## src/shared/ddr2_pins_pkg.sv

```systemverilog
`default_nettype none
// How it works
// - cke registered high turns internal clocking on, registered low off.
// - cke low enters precharge power-down or self refresh, else active one.
// - cke is sampled on clock edges for power-down and self-refresh entry.
// - self-refresh exit is seen from cke alone, with no clock edge.
// - power-down keeps only clock pair, cke and termination inputs alive.
// - self refresh keeps only the cke input alive.
// - a low cke is recognised from power-up; controller holds it low.
// - chip select low enables the decoder; high masks every command.
// - chip select, row, column strobe and write enable form the command.
// - write mask sampled on both strobe edges; masked data is not stored.
// - lower mask governs data 7:0, upper mask 15:8; masks are inputs.
// - termination control registered high switches termination on.
// - termination applies only to data, strobe and mask pins of the width.
// - termination control is ignored when disabled by mode load.
// - the data bus is bidirectional, sixteen bits wide here.
// - inputs are sampled where true clock rises and complement falls.
// - read strobe is edge aligned with data; write strobe centre aligned.
package ddr2_pins_pkg;
  localparam int DQ_W      = 16;
  localparam int BYTE_W    = 8;
  localparam int LANES     = 2;
  localparam int BURST     = 4;
  localparam int BANKS     = 4;
  localparam int ADDR_W    = 13;
  localparam int BA_W      = 2;
  localparam int SYNC_W    = 43;
  localparam int TERM_PINS = 20;
  localparam int RTT_BIT0    = 2;
  localparam int RTT_BIT1    = 6;
  localparam int PRE_ALL_BIT = 10;
  localparam logic [3:0] CMD_LMR = 4'h0;
  localparam logic [3:0] CMD_REF = 4'h1;
  localparam logic [3:0] CMD_PRE = 4'h2;
  localparam logic [3:0] CMD_ACT = 4'h3;
  localparam logic [3:0] CMD_WR  = 4'h4;
  localparam logic [3:0] CMD_RD  = 4'h5;
  localparam logic [3:0] CMD_NOP = 4'h7;
  localparam logic [1:0] EMR_BANK  = 2'h1;
  localparam logic [1:0] BEAT_LAST = 2'h3;
  localparam logic [2:0] RD_LAST   = 3'h4;
  localparam logic       TERM_RST  = 1'h0;
  typedef enum logic [3:0] {
    ST_ACTIVE   = 4'h1,
    ST_PD_PRE   = 4'h2,
    ST_PD_ACT   = 4'h4,
    ST_SELF_REF = 4'h8
  } pwr_state_t;
endpackage
`default_nettype wire

```

## src/rtl/ddr2_data_lane.sv

```systemverilog
`timescale 1ns/1ps
`default_nettype none
module ddr2_data_lane (
  input  wire logic                                  ref_clk,
  input  wire logic                                  nrst,
  input  wire logic                                  wr_go,
  input  wire logic                                  rd_go,
  input  wire logic                                  ck_edge,
  input  wire logic                                  buf_en,
  input  wire logic [ddr2_pins_pkg::LANES-1:0]       dqs_s,
  input  wire logic [ddr2_pins_pkg::DQ_W-1:0]        dq_s,
  input  wire logic [ddr2_pins_pkg::LANES-1:0]       mask_s,
  output logic      [ddr2_pins_pkg::DQ_W-1:0]        dq_out,
  output logic      [ddr2_pins_pkg::DQ_W-1:0]        dq_oe,
  output logic      [ddr2_pins_pkg::LANES-1:0]       dqs_out,
  output logic      [ddr2_pins_pkg::LANES-1:0]       dqs_oe,
  output logic      [ddr2_pins_pkg::BURST*16-1:0]    wr_data,
  output logic      [ddr2_pins_pkg::BURST*2-1:0]     wr_byte_en,
  output logic                                       wr_done
);
  import ddr2_pins_pkg::*;
  logic                          wr_busy_ff, nxt_wr_busy;
  logic [1:0]                    wr_beat_ff, nxt_wr_beat;
  logic                          wr_done_ff, nxt_wr_done;
  logic                          dqs_q_ff;
  logic                          rd_busy_ff, nxt_rd_busy;
  logic [2:0]                    rd_cnt_ff, nxt_rd_cnt;
  logic [DQ_W-1:0]               dq_out_ff, nxt_dq_out;
  logic                          dq_oe_ff, nxt_dq_oe;
  logic [LANES-1:0]              dqs_out_ff, nxt_dqs_out;
  logic [LANES-1:0]              dqs_oe_ff, nxt_dqs_oe;
  logic [BURST-1:0][DQ_W-1:0]    word_w;
  logic [BURST*LANES-1:0]        en_w;
  logic                          wr_edge;

  // every toggle of the lower strobe is a beat, so both edges carry data and mask
  assign wr_edge = wr_busy_ff & buf_en & (dqs_s[0] != dqs_q_ff);

  genvar g;
  generate
    for (g = 0; g < BURST*LANES; g++) begin : g_byte
      localparam int L = g % LANES;
      localparam int B = g / LANES;
      logic [BYTE_W-1:0] byte_ff, nxt_byte;
      logic              en_ff, nxt_en;
      always_comb begin
        nxt_byte = byte_ff;
        nxt_en   = en_ff;
        if (wr_go) begin
          nxt_en = 1'h0;
        end
        if (wr_edge && wr_beat_ff == 2'(B) && !mask_s[L]) begin
          nxt_byte = dq_s[L*BYTE_W +: BYTE_W];
          nxt_en   = 1'h1;
        end
      end
      always_ff @(posedge ref_clk or negedge nrst) begin
        if (!nrst) begin
          byte_ff <= 8'h00;
          en_ff   <= 1'h0;
        end else begin
          byte_ff <= nxt_byte;
          en_ff   <= nxt_en;
        end
      end
      assign word_w[B][L*BYTE_W +: BYTE_W] = byte_ff;
      assign en_w[g] = en_ff;
    end
  endgenerate

  always_comb begin
    nxt_wr_busy = wr_busy_ff;
    nxt_wr_beat = wr_beat_ff;
    nxt_wr_done = 1'h0;
    nxt_rd_busy = rd_busy_ff;
    nxt_rd_cnt  = rd_cnt_ff;
    nxt_dq_out  = dq_out_ff;
    nxt_dq_oe   = dq_oe_ff;
    nxt_dqs_out = dqs_out_ff;
    nxt_dqs_oe  = dqs_oe_ff;
    if (wr_go && !rd_busy_ff) begin
      nxt_wr_busy = 1'h1;
      nxt_wr_beat = 2'h0;
    end else if (wr_edge) begin
      nxt_wr_beat = wr_beat_ff + 2'h1;
      if (wr_beat_ff == BEAT_LAST) begin
        nxt_wr_busy = 1'h0;
        nxt_wr_done = 1'h1;
      end
    end
    if (rd_go && !wr_busy_ff) begin
      nxt_rd_busy = 1'h1;
      nxt_rd_cnt  = 3'h0;
    end else if (rd_busy_ff && ck_edge) begin
      if (rd_cnt_ff == RD_LAST) begin
        nxt_rd_busy = 1'h0;
        nxt_dq_oe   = 1'h0;
        nxt_dqs_oe  = 2'h0;
        nxt_dqs_out = 2'h0;
      end else begin
        // data and strobe change in one cycle: edge aligned
        nxt_dq_out  = word_w[rd_cnt_ff[1:0]];
        nxt_dq_oe   = 1'h1;
        nxt_dqs_out = {LANES{~rd_cnt_ff[0]}};
        nxt_dqs_oe  = 2'h3;
        nxt_rd_cnt  = rd_cnt_ff + 3'h1;
      end
    end
  end

  always_ff @(posedge ref_clk or negedge nrst) begin
    if (!nrst) begin
      wr_busy_ff <= 1'h0;
      wr_beat_ff <= 2'h0;
      wr_done_ff <= 1'h0;
      dqs_q_ff   <= 1'h0;
      rd_busy_ff <= 1'h0;
      rd_cnt_ff  <= 3'h0;
      dq_out_ff  <= 16'h0000;
      dq_oe_ff   <= 1'h0;
      dqs_out_ff <= 2'h0;
      dqs_oe_ff  <= 2'h0;
    end else begin
      wr_busy_ff <= nxt_wr_busy;
      wr_beat_ff <= nxt_wr_beat;
      wr_done_ff <= nxt_wr_done;
      dqs_q_ff   <= dqs_s[0];
      rd_busy_ff <= nxt_rd_busy;
      rd_cnt_ff  <= nxt_rd_cnt;
      dq_out_ff  <= nxt_dq_out;
      dq_oe_ff   <= nxt_dq_oe;
      dqs_out_ff <= nxt_dqs_out;
      dqs_oe_ff  <= nxt_dqs_oe;
    end
  end

  assign dq_out     = dq_out_ff;
  assign dq_oe      = {DQ_W{dq_oe_ff}};
  assign dqs_out    = dqs_out_ff;
  assign dqs_oe     = dqs_oe_ff;
  assign wr_data    = word_w;
  assign wr_byte_en = en_w;
  assign wr_done    = wr_done_ff;

  a_mask_keeps: assert property (@(posedge ref_clk)
    disable iff (!nrst)
    wr_edge && mask_s[0] && wr_beat_ff == 2'h1 |=> $stable(word_w[1][7:0]))
    else $error("masked lower byte was stored");
  a_lane_upper: assert property (@(posedge ref_clk)
    disable iff (!nrst)
    wr_edge && !mask_s[1] && wr_beat_ff == 2'h0
    |=> word_w[0][15:8] == $past(dq_s[15:8]) && en_w[1])
    else $error("upper mask lane stored wrong byte");
  a_rd_aligned: assert property (@(posedge ref_clk)
    disable iff (!nrst)
    $rose(dq_oe_ff) |-> dqs_oe_ff == 2'h3 && dqs_out_ff == 2'h3
    ##1 (!ck_edge || !rd_busy_ff)[*1])
    else $error("read strobe not edge aligned with data");
endmodule // ddr2_data_lane
`default_nettype wire

```

## src/rtl/ddr2_ctrl_pins.sv

```systemverilog
`timescale 1ns/1ps
`default_nettype none
module ddr2_ctrl_pins (
  input  wire logic                                ref_clk,
  input  wire logic                                nrst,
  input  wire logic                                ck,
  input  wire logic                                clock_complement,
  input  wire logic                                cke,
  input  wire logic                                cs_n,
  input  wire logic                                ras_n,
  input  wire logic                                cas_n,
  input  wire logic                                we_n,
  input  wire logic [ddr2_pins_pkg::BA_W-1:0]      ba,
  input  wire logic [ddr2_pins_pkg::ADDR_W-1:0]    addr,
  input  wire logic                                termination_control,
  input  wire logic                                lower_write_mask,
  input  wire logic                                upper_write_mask,
  input  wire logic [ddr2_pins_pkg::DQ_W-1:0]      dq_in,
  output logic      [ddr2_pins_pkg::DQ_W-1:0]      dq_out,
  output logic      [ddr2_pins_pkg::DQ_W-1:0]      dq_oe,
  input  wire logic [ddr2_pins_pkg::LANES-1:0]     dqs_in,
  output logic      [ddr2_pins_pkg::LANES-1:0]     dqs_out,
  output logic      [ddr2_pins_pkg::LANES-1:0]     dqs_oe,
  output var ddr2_pins_pkg::pwr_state_t            pwr_state,
  output logic                                     clocking_on,
  output logic                                     cmd_buf_en,
  output logic                                     ck_buf_en,
  output logic                                     term_buf_en,
  output logic      [ddr2_pins_pkg::TERM_PINS-1:0] term_pin_en,
  output logic                                     cmd_valid,
  output logic      [3:0]                          cmd_code,
  output logic      [ddr2_pins_pkg::BANKS-1:0]     bank_open,
  output logic      [ddr2_pins_pkg::BURST*16-1:0]  wr_data,
  output logic      [ddr2_pins_pkg::BURST*2-1:0]   wr_byte_en,
  output logic                                     wr_done
);
  import ddr2_pins_pkg::*;
  logic [SYNC_W-1:0]  s1_ff, s2_ff;
  logic               ck_s, cn_s, cke_s, cs_s, ras_s, cas_s, we_s, term_s;
  logic [BA_W-1:0]    ba_s;
  logic [ADDR_W-1:0]  addr_s;
  logic [LANES-1:0]   mask_s, dqs_s;
  logic [DQ_W-1:0]    dq_s;
  logic               ck_q_ff;
  logic               ck_rise, ck_fall, cmd_sel;
  logic [3:0]         cmd_in;
  pwr_state_t         state_ff, nxt_state;
  logic               clk_on_ff, nxt_clk_on;
  logic [BANKS-1:0]   bank_ff, nxt_bank;
  logic               term_en_ff, nxt_term_en;
  logic               term_ctl_ff, nxt_term_ctl;
  logic               cmd_valid_ff, nxt_cmd_valid;
  logic [3:0]         cmd_ff, nxt_cmd;
  logic               wr_go_ff, nxt_wr_go;
  logic               rd_go_ff, nxt_rd_go;
  logic               term_on;

  // every pin crosses from the controller's timing through two flops
  always_ff @(posedge ref_clk or negedge nrst) begin
    if (!nrst) begin
      s1_ff <= '0;
      s2_ff <= '0;
    end else begin
      s1_ff <= {ck, clock_complement, cke, cs_n, ras_n, cas_n, we_n, ba,
                addr, termination_control, upper_write_mask,
                lower_write_mask, dqs_in, dq_in};
      s2_ff <= s1_ff;
    end
  end
  assign {ck_s, cn_s, cke_s, cs_s, ras_s, cas_s, we_s, ba_s, addr_s, term_s,
          mask_s, dqs_s, dq_s} = s2_ff;

  always_ff @(posedge ref_clk or negedge nrst) begin
    if (!nrst) begin
      ck_q_ff <= 1'h0;
    end else begin
      ck_q_ff <= ck_s;
    end
  end
  // sample point is the true clock rising while the complement is low
  assign ck_rise = ck_buf_en & ck_s & ~ck_q_ff & ~cn_s;
  assign ck_fall = ck_buf_en & ~ck_s & ck_q_ff;

  assign cmd_buf_en  = (state_ff == ST_ACTIVE);
  assign ck_buf_en   = (state_ff != ST_SELF_REF);
  assign term_buf_en = (state_ff != ST_SELF_REF);
  assign cmd_in  = {cs_s, ras_s, cas_s, we_s};
  assign cmd_sel = ck_rise & cmd_buf_en & ~cs_s;

  always_comb begin
    nxt_state     = state_ff;
    nxt_clk_on    = clk_on_ff;
    nxt_bank      = bank_ff;
    nxt_term_en   = term_en_ff;
    nxt_term_ctl  = term_ctl_ff;
    nxt_cmd_valid = 1'h0;
    nxt_cmd       = cmd_ff;
    nxt_wr_go     = 1'h0;
    nxt_rd_go     = 1'h0;
    unique case (state_ff)
      ST_ACTIVE: begin
        if (ck_rise) begin
          nxt_clk_on = cke_s;
          if (!cke_s) begin
            if (cmd_sel && cmd_in == CMD_REF && bank_ff == 4'h0) begin
              nxt_state = ST_SELF_REF;
            end else if (bank_ff == 4'h0) begin
              nxt_state = ST_PD_PRE;
            end else begin
              nxt_state = ST_PD_ACT;
            end
          end else if (cmd_sel) begin
            nxt_cmd_valid = 1'h1;
            nxt_cmd       = cmd_in;
            case (cmd_in)
              CMD_ACT: nxt_bank[ba_s] = 1'h1;
              CMD_PRE: begin
                if (addr_s[PRE_ALL_BIT]) begin
                  nxt_bank = 4'h0;
                end else begin
                  nxt_bank[ba_s] = 1'h0;
                end
              end
              CMD_WR: nxt_wr_go = 1'h1;
              CMD_RD: nxt_rd_go = 1'h1;
              CMD_LMR: begin
                if (ba_s == EMR_BANK) begin
                  nxt_term_en = addr_s[RTT_BIT0] | addr_s[RTT_BIT1];
                end
              end
              default: nxt_cmd = cmd_in;
            endcase
          end
        end
      end
      ST_PD_PRE, ST_PD_ACT: begin
        // power-down exit waits for a clock edge, never for cke alone
        if (ck_rise && cke_s) begin
          nxt_state  = ST_ACTIVE;
          nxt_clk_on = 1'h1;
        end
      end
      ST_SELF_REF: begin
        // the clock may be stopped here, so cke is watched by itself
        if (cke_s) begin
          nxt_state  = ST_ACTIVE;
          nxt_clk_on = 1'h1;
        end
      end
    endcase
    if (ck_rise) begin
      nxt_term_ctl = term_s;
    end
    if (nxt_state == ST_SELF_REF) begin
      nxt_term_ctl = 1'h0;
    end
  end

  always_ff @(posedge ref_clk or negedge nrst) begin
    if (!nrst) begin
      // a powered-up part starts as if cke were held low
      state_ff     <= ST_PD_PRE;
      clk_on_ff    <= 1'h0;
      bank_ff      <= 4'h0;
      term_en_ff   <= TERM_RST;
      term_ctl_ff  <= 1'h0;
      cmd_valid_ff <= 1'h0;
      cmd_ff       <= CMD_NOP;
      wr_go_ff     <= 1'h0;
      rd_go_ff     <= 1'h0;
    end else begin
      state_ff     <= nxt_state;
      clk_on_ff    <= nxt_clk_on;
      bank_ff      <= nxt_bank;
      term_en_ff   <= nxt_term_en;
      term_ctl_ff  <= nxt_term_ctl;
      cmd_valid_ff <= nxt_cmd_valid;
      cmd_ff       <= nxt_cmd;
      wr_go_ff     <= nxt_wr_go;
      rd_go_ff     <= nxt_rd_go;
    end
  end

  assign term_on     = term_ctl_ff & term_en_ff;
  // only the 16 data, 2 strobe and 2 mask pins of this width terminate
  assign term_pin_en = {TERM_PINS{term_on}};
  assign pwr_state   = state_ff;
  assign clocking_on = clk_on_ff;
  assign cmd_valid   = cmd_valid_ff;
  assign cmd_code    = cmd_ff;
  assign bank_open   = bank_ff;

  ddr2_data_lane u_lane (
    .ref_clk    (ref_clk),
    .nrst       (nrst),
    .wr_go      (wr_go_ff),
    .rd_go      (rd_go_ff),
    .ck_edge    (ck_rise | ck_fall),
    .buf_en     (cmd_buf_en),
    .dqs_s      (dqs_s),
    .dq_s       (dq_s),
    .mask_s     (mask_s),
    .dq_out     (dq_out),
    .dq_oe      (dq_oe),
    .dqs_out    (dqs_out),
    .dqs_oe     (dqs_oe),
    .wr_data    (wr_data),
    .wr_byte_en (wr_byte_en),
    .wr_done    (wr_done)
  );

  a_clk_follows: assert property (@(posedge ref_clk)
    disable iff (!nrst)
    ck_rise && state_ff == ST_ACTIVE |=> clk_on_ff == $past(cke_s))
    else $error("clocking does not follow registered cke");
  a_pd_idle: assert property (@(posedge ref_clk)
    disable iff (!nrst)
    ck_rise && state_ff == ST_ACTIVE && !cke_s && bank_ff == 4'h0 &&
    !(cmd_sel && cmd_in == CMD_REF) |=> state_ff == ST_PD_PRE)
    else $error("idle banks did not give precharge power-down");
  a_pd_open: assert property (@(posedge ref_clk)
    disable iff (!nrst)
    ck_rise && state_ff == ST_ACTIVE && !cke_s && bank_ff != 4'h0
    |=> state_ff == ST_PD_ACT ##1 state_ff == ST_PD_ACT || ck_rise)
    else $error("open row did not give active power-down");
  a_pd_sync: assert property (@(posedge ref_clk)
    disable iff (!nrst)
    (state_ff == ST_PD_PRE || state_ff == ST_PD_ACT) && !ck_rise
    |=> $stable(state_ff))
    else $error("power-down left without a clock edge");
  a_sr_exit: assert property (@(posedge ref_clk)
    disable iff (!nrst)
    state_ff == ST_SELF_REF && cke_s |=> state_ff == ST_ACTIVE && clk_on_ff)
    else $error("self refresh exit missed");
  a_pd_buffers: assert property (@(posedge ref_clk)
    disable iff (!nrst)
    state_ff == ST_PD_PRE || state_ff == ST_PD_ACT
    |-> !cmd_buf_en && ck_buf_en && term_buf_en)
    else $error("wrong buffers enabled in power-down");
  a_sr_buffers: assert property (@(posedge ref_clk)
    disable iff (!nrst)
    state_ff == ST_SELF_REF |-> !ck_buf_en && !term_buf_en && !ck_rise &&
    term_pin_en == '0)
    else $error("buffers left on in self refresh");
  a_cs_masks: assert property (@(posedge ref_clk)
    disable iff (!nrst)
    ck_rise && cs_s |=> !cmd_valid_ff && !wr_go_ff && !rd_go_ff)
    else $error("command decoded with chip select high");
  a_term_on: assert property (@(posedge ref_clk)
    disable iff (!nrst)
    ck_rise && term_s && term_en_ff && !cmd_sel && cke_s &&
    state_ff == ST_ACTIVE |=> term_pin_en[0] && term_pin_en[19])
    else $error("termination not switched on");
  a_term_off: assert property (@(posedge ref_clk)
    disable iff (!nrst)
    !term_en_ff |-> term_pin_en == '0)
    else $error("termination control not ignored while disabled");
endmodule // ddr2_ctrl_pins
`default_nettype wire

```

## config.mk

```make
export PLATFORM = sky130hd
export DESIGN_NAME = ddr2_ctrl_pins
export DESIGN_NICKNAME = d
export VERILOG_FILES = /design/src/shared/ddr2_pins_pkg.sv /design/src/rtl/ddr2_data_lane.sv /design/src/rtl/ddr2_ctrl_pins.sv
export SDC_FILE = /design/constraint.sdc
export NUM_CORES = 1
export LEC_CHECK = 0
export ABC_AREA = 0
export BUFFER_PORTS_ARGS = -buffer_cell sky130_fd_sc_hd__buf_2
export CORE_MARGIN = 2
export CORE_UTILIZATION = 34
export DETAILED_ROUTE_END_ITERATION = 6
export GPL_ROUTABILITY_DRIVEN = 1
export PLACE_DENSITY = 0.54
export RECOVER_POWER = 100
export SYNTH_ARGS = -nofsm -noshare
export SYNTH_HDL_FRONTEND = slang
export SYNTH_SLANG_ARGS = --single-unit
```

## constraint.sdc

```tcl
create_clock -name ref_clk -period 3.85 [get_ports ref_clk]
set_input_delay 0.385 -clock ref_clk [delete_from_list [all_inputs] [get_ports ref_clk]]
set_output_delay 0.385 -clock ref_clk [all_outputs]
set_load 0.01 [all_outputs]
```

==> reports/results.txt <==
Slew Limit Headroom: -0.406
Post-CTS sizing: 0
Routed met3 length: 994 um
Crit path largest cell delay: 920 ps
Crit. End Element: register
Crit share post-route: 0.806
CTS tree: yes
Commonest non-fill, non-tap cell in the layout: dfrtp_1
H-tree levels: 4
Clock Sinks: 182
Outcome: complete, but fails checks
I/O pin count: 191
Warnings from Yosys: 0
1st-iter DRT viols: 243
Leading area contributor after synthesis: dfrtp_1
Worst path cell trace: or4b_1, nor4_1, nand2_2, mux2_2
Clk root buf: clkbuf_16
Fin Clk Skew: 17.7 ps
Wirelength per Cell: 17.4 um
Vias: 4,404
Post-route cell area: 8570 um^2
Clock transition at path regs: 70 ps
Post-Synthesis Cells: 506
P per Cell Area: 536 nW/um^2
Port buffer count: 179
Dpl hpwl: 10,800 um
Placer Congestion: 0.792
Pre-antenna DRT Iters: 4
Startpoint Class: register
Die W: 151 um
Req. time, crit path: 4150 ps
Fmax achieved: 0.322 GHz
Worst hold slack: 54.2 ps
IR drop worst, VDD: 0.270 mV
Total GRT Usage: 0.147
Final hold vios: 0
Mapped Nets: 557
Top FF cell, synth: dfrtp_1
Post-route antenna net violation count: 0
Asr flop ratio synth: 1.00
Synthesized area: 7310 um^2
Num CTS Buffers: 17
Core area: 21,100 um^2
Max FO, Critical Path: 16
Critical path class: register to register
Met2 wire length: 7990 um
CP delay by family, top: simple AND/OR/NAND/NOR gates
Final WL: 16,300 um
Critical path buffers and inverters: 0
Setup TNS: 0 ps
Flops & latches, synth: 182
Syn-to-layout area delta: 17.2%
Antenna violations before repair: 0
Final slew viol count: 41
Share of the synthesized area in the top cell type: 0.610
Clock Path Buffers: 2
Antenna cell count: 0
Yosys cell types: 48
Row cnt: 53
Fillcell total: 2,081
Vias in the first global route: 4,449
Failing checks: max-capacitance violations, max-slew violations
Global route overflow: 0
Largest net degree at the start of global routing: 93
Commonest cells after routing, fill and taps aside: dfrtp_1 (178), clkbuf_1 (147), mux2_2 (79), buf_2 (35), inv_1 (23)
Layout cells sized above 1: 0.269
Final core utilization: 0.406
Drt drc: 0
Cts hold-fix bufs: 1
EDFF count, synth: 0
Synth area leaders: dfrtp_1 (61%), mux2_2 (12%), buf_4 (5.0%)
CP arrival: 3400 ps
Top layer in use: met4
Static Leak: 3.99 nW
First-pass GRT wire length: 25,000 um
Max Cap Viol: 1
Final setup vio count: 0
Tmin final: 3100 ps
Seq/Total Area, Yosys: 0.624
Crit path max-delay cell type: nor4_1
Hold crit path type: input pin to register
Clk_lat worst skew: 430 ps
Syn Area/Cell: 14.4 um^2
Initial Util: 0.347
RSZ-0062 raised after global routing: false
M1 WL: 7090 um
Worst-Margin Slew: 2110 ps
Die Y: 151 um
Die Area: 22,700 um^2
# Post-CTS Setup Buffers: 0
Via/cell ratio: 4.70
Nets@finish: 700
Placed inst area: 8190 um^2
## kinds of logic after synthesis
family | after synthesis | share of synthesized area
DFF | 182 | 0.624
buffers and inverters | 85 | 0.0692
and+or+nand+nor | 79 | 0.0652
AOI/OAI and AO/OA | 45 | 0.0414
xor gates and xnor gates | 6 | 0.00719
muxes | 103 | 0.183
adders and majority gates | 6 | 0.0103
## worst register-to-register path: cells and delay by family, from the launching register on
kind | cells | cell delay [ps]
DFF | 1 | 540
muxes | 1 | 390
and+or+nand+nor | 3 | 2050
## worst paths after layout
path	end	depth (start not counted)	startpoint	slack (ps)
max	u_lane.g_byte[1].byte_ff[7]	4	pwr_state[2]	750
max in group asynchronous	s1_ff[37]	3	nrst	1010
max reg2reg	u_lane.g_byte[1].byte_ff[7]	4	pwr_state[2]	750
min reg2reg	s2_ff[36]	0	s1_ff[36]	350
min in group asynchronous	u_lane.dq_out[9]	2	nrst	460
min	s1_ff[0]	1	dq_in[0]	50
## stage by stage
| step | setup WS, ps | power (mW) | instances |
|---|---|---|---|
| after CTS | 1230 | 4.72 | 937 |
| after global routing | 534 | 4.84 | 937 |
| after global placement | 1350 | 2.95 | 904 |
| final | 746 | 4.59 | 937 |
| after detailed placement | 1270 | 2.97 | 904 |
| after floorplan | 1120 | 2.76 | 506 |
## Yosys cell counts (3+ instances only)
cell,number
nand2_2,8
and3_1,4
mux4_2,16
nor2b_1,7
o2111ai_1,3
ha_1,6
xor2_1,3
nand2_1,7
xnor2_1,3
nand4_1,6
buf_4,49
o32a_1,4
o21ai_0,17
mux2_1,4
a21oi_1,6
nor2_1,20
nand3_1,3
dfrtp_1,178
mux2i_1,4
dfstp_2,4
mux2_2,79
clkbuf_1,9
inv_1,23
nor3_1,6
## sequential cells by signal (all words and copies together), names as in the netlist, 2 cells and up
register	cells
cmd_code	4
bank_open	4
u_lane.rd_cnt_ff	3
pwr_state	4
s2_ff	32
u_lane.dq_out	16
u_lane.g_byte.en_ff	8
u_lane.wr_beat_ff	2
u_lane.g_byte.byte_ff	64
s1_ff	32
## report_power, final
part	internal (mW)	switching (mW)	leakage [nW]	total [mW]
Clock	0.936	0.781	0.284	1.72
Sequential	2.06	0.130	2.35	2.19
Combinational	0.288	0.397	1.35	0.685
## area by class of cell
class	instances	area, um^2	area share
Inverter	23	86.3	0.0101
Clock buffer	20	447	0.0521
Sequential cell	182	4560	0.532
Multi-Input combinational cell	239	2210	0.258
Timing Repair Buffer	186	783	0.0914
Clock inverter	12	140	0.0164
Tap cell	275	344	0.0402
## layer usage
| layer | GRT usage | up-vias |
|---|---|---|
| met4 | 0.0472 | 0 |
| met5 | 0 | - |
| li1 | - | 2020 |
| met1 | 0.189 | 2244 |
| met2 | 0.238 | 127 |
| met3 | 0.0470 | 13 |
Power figures use the tool's default switching activity.
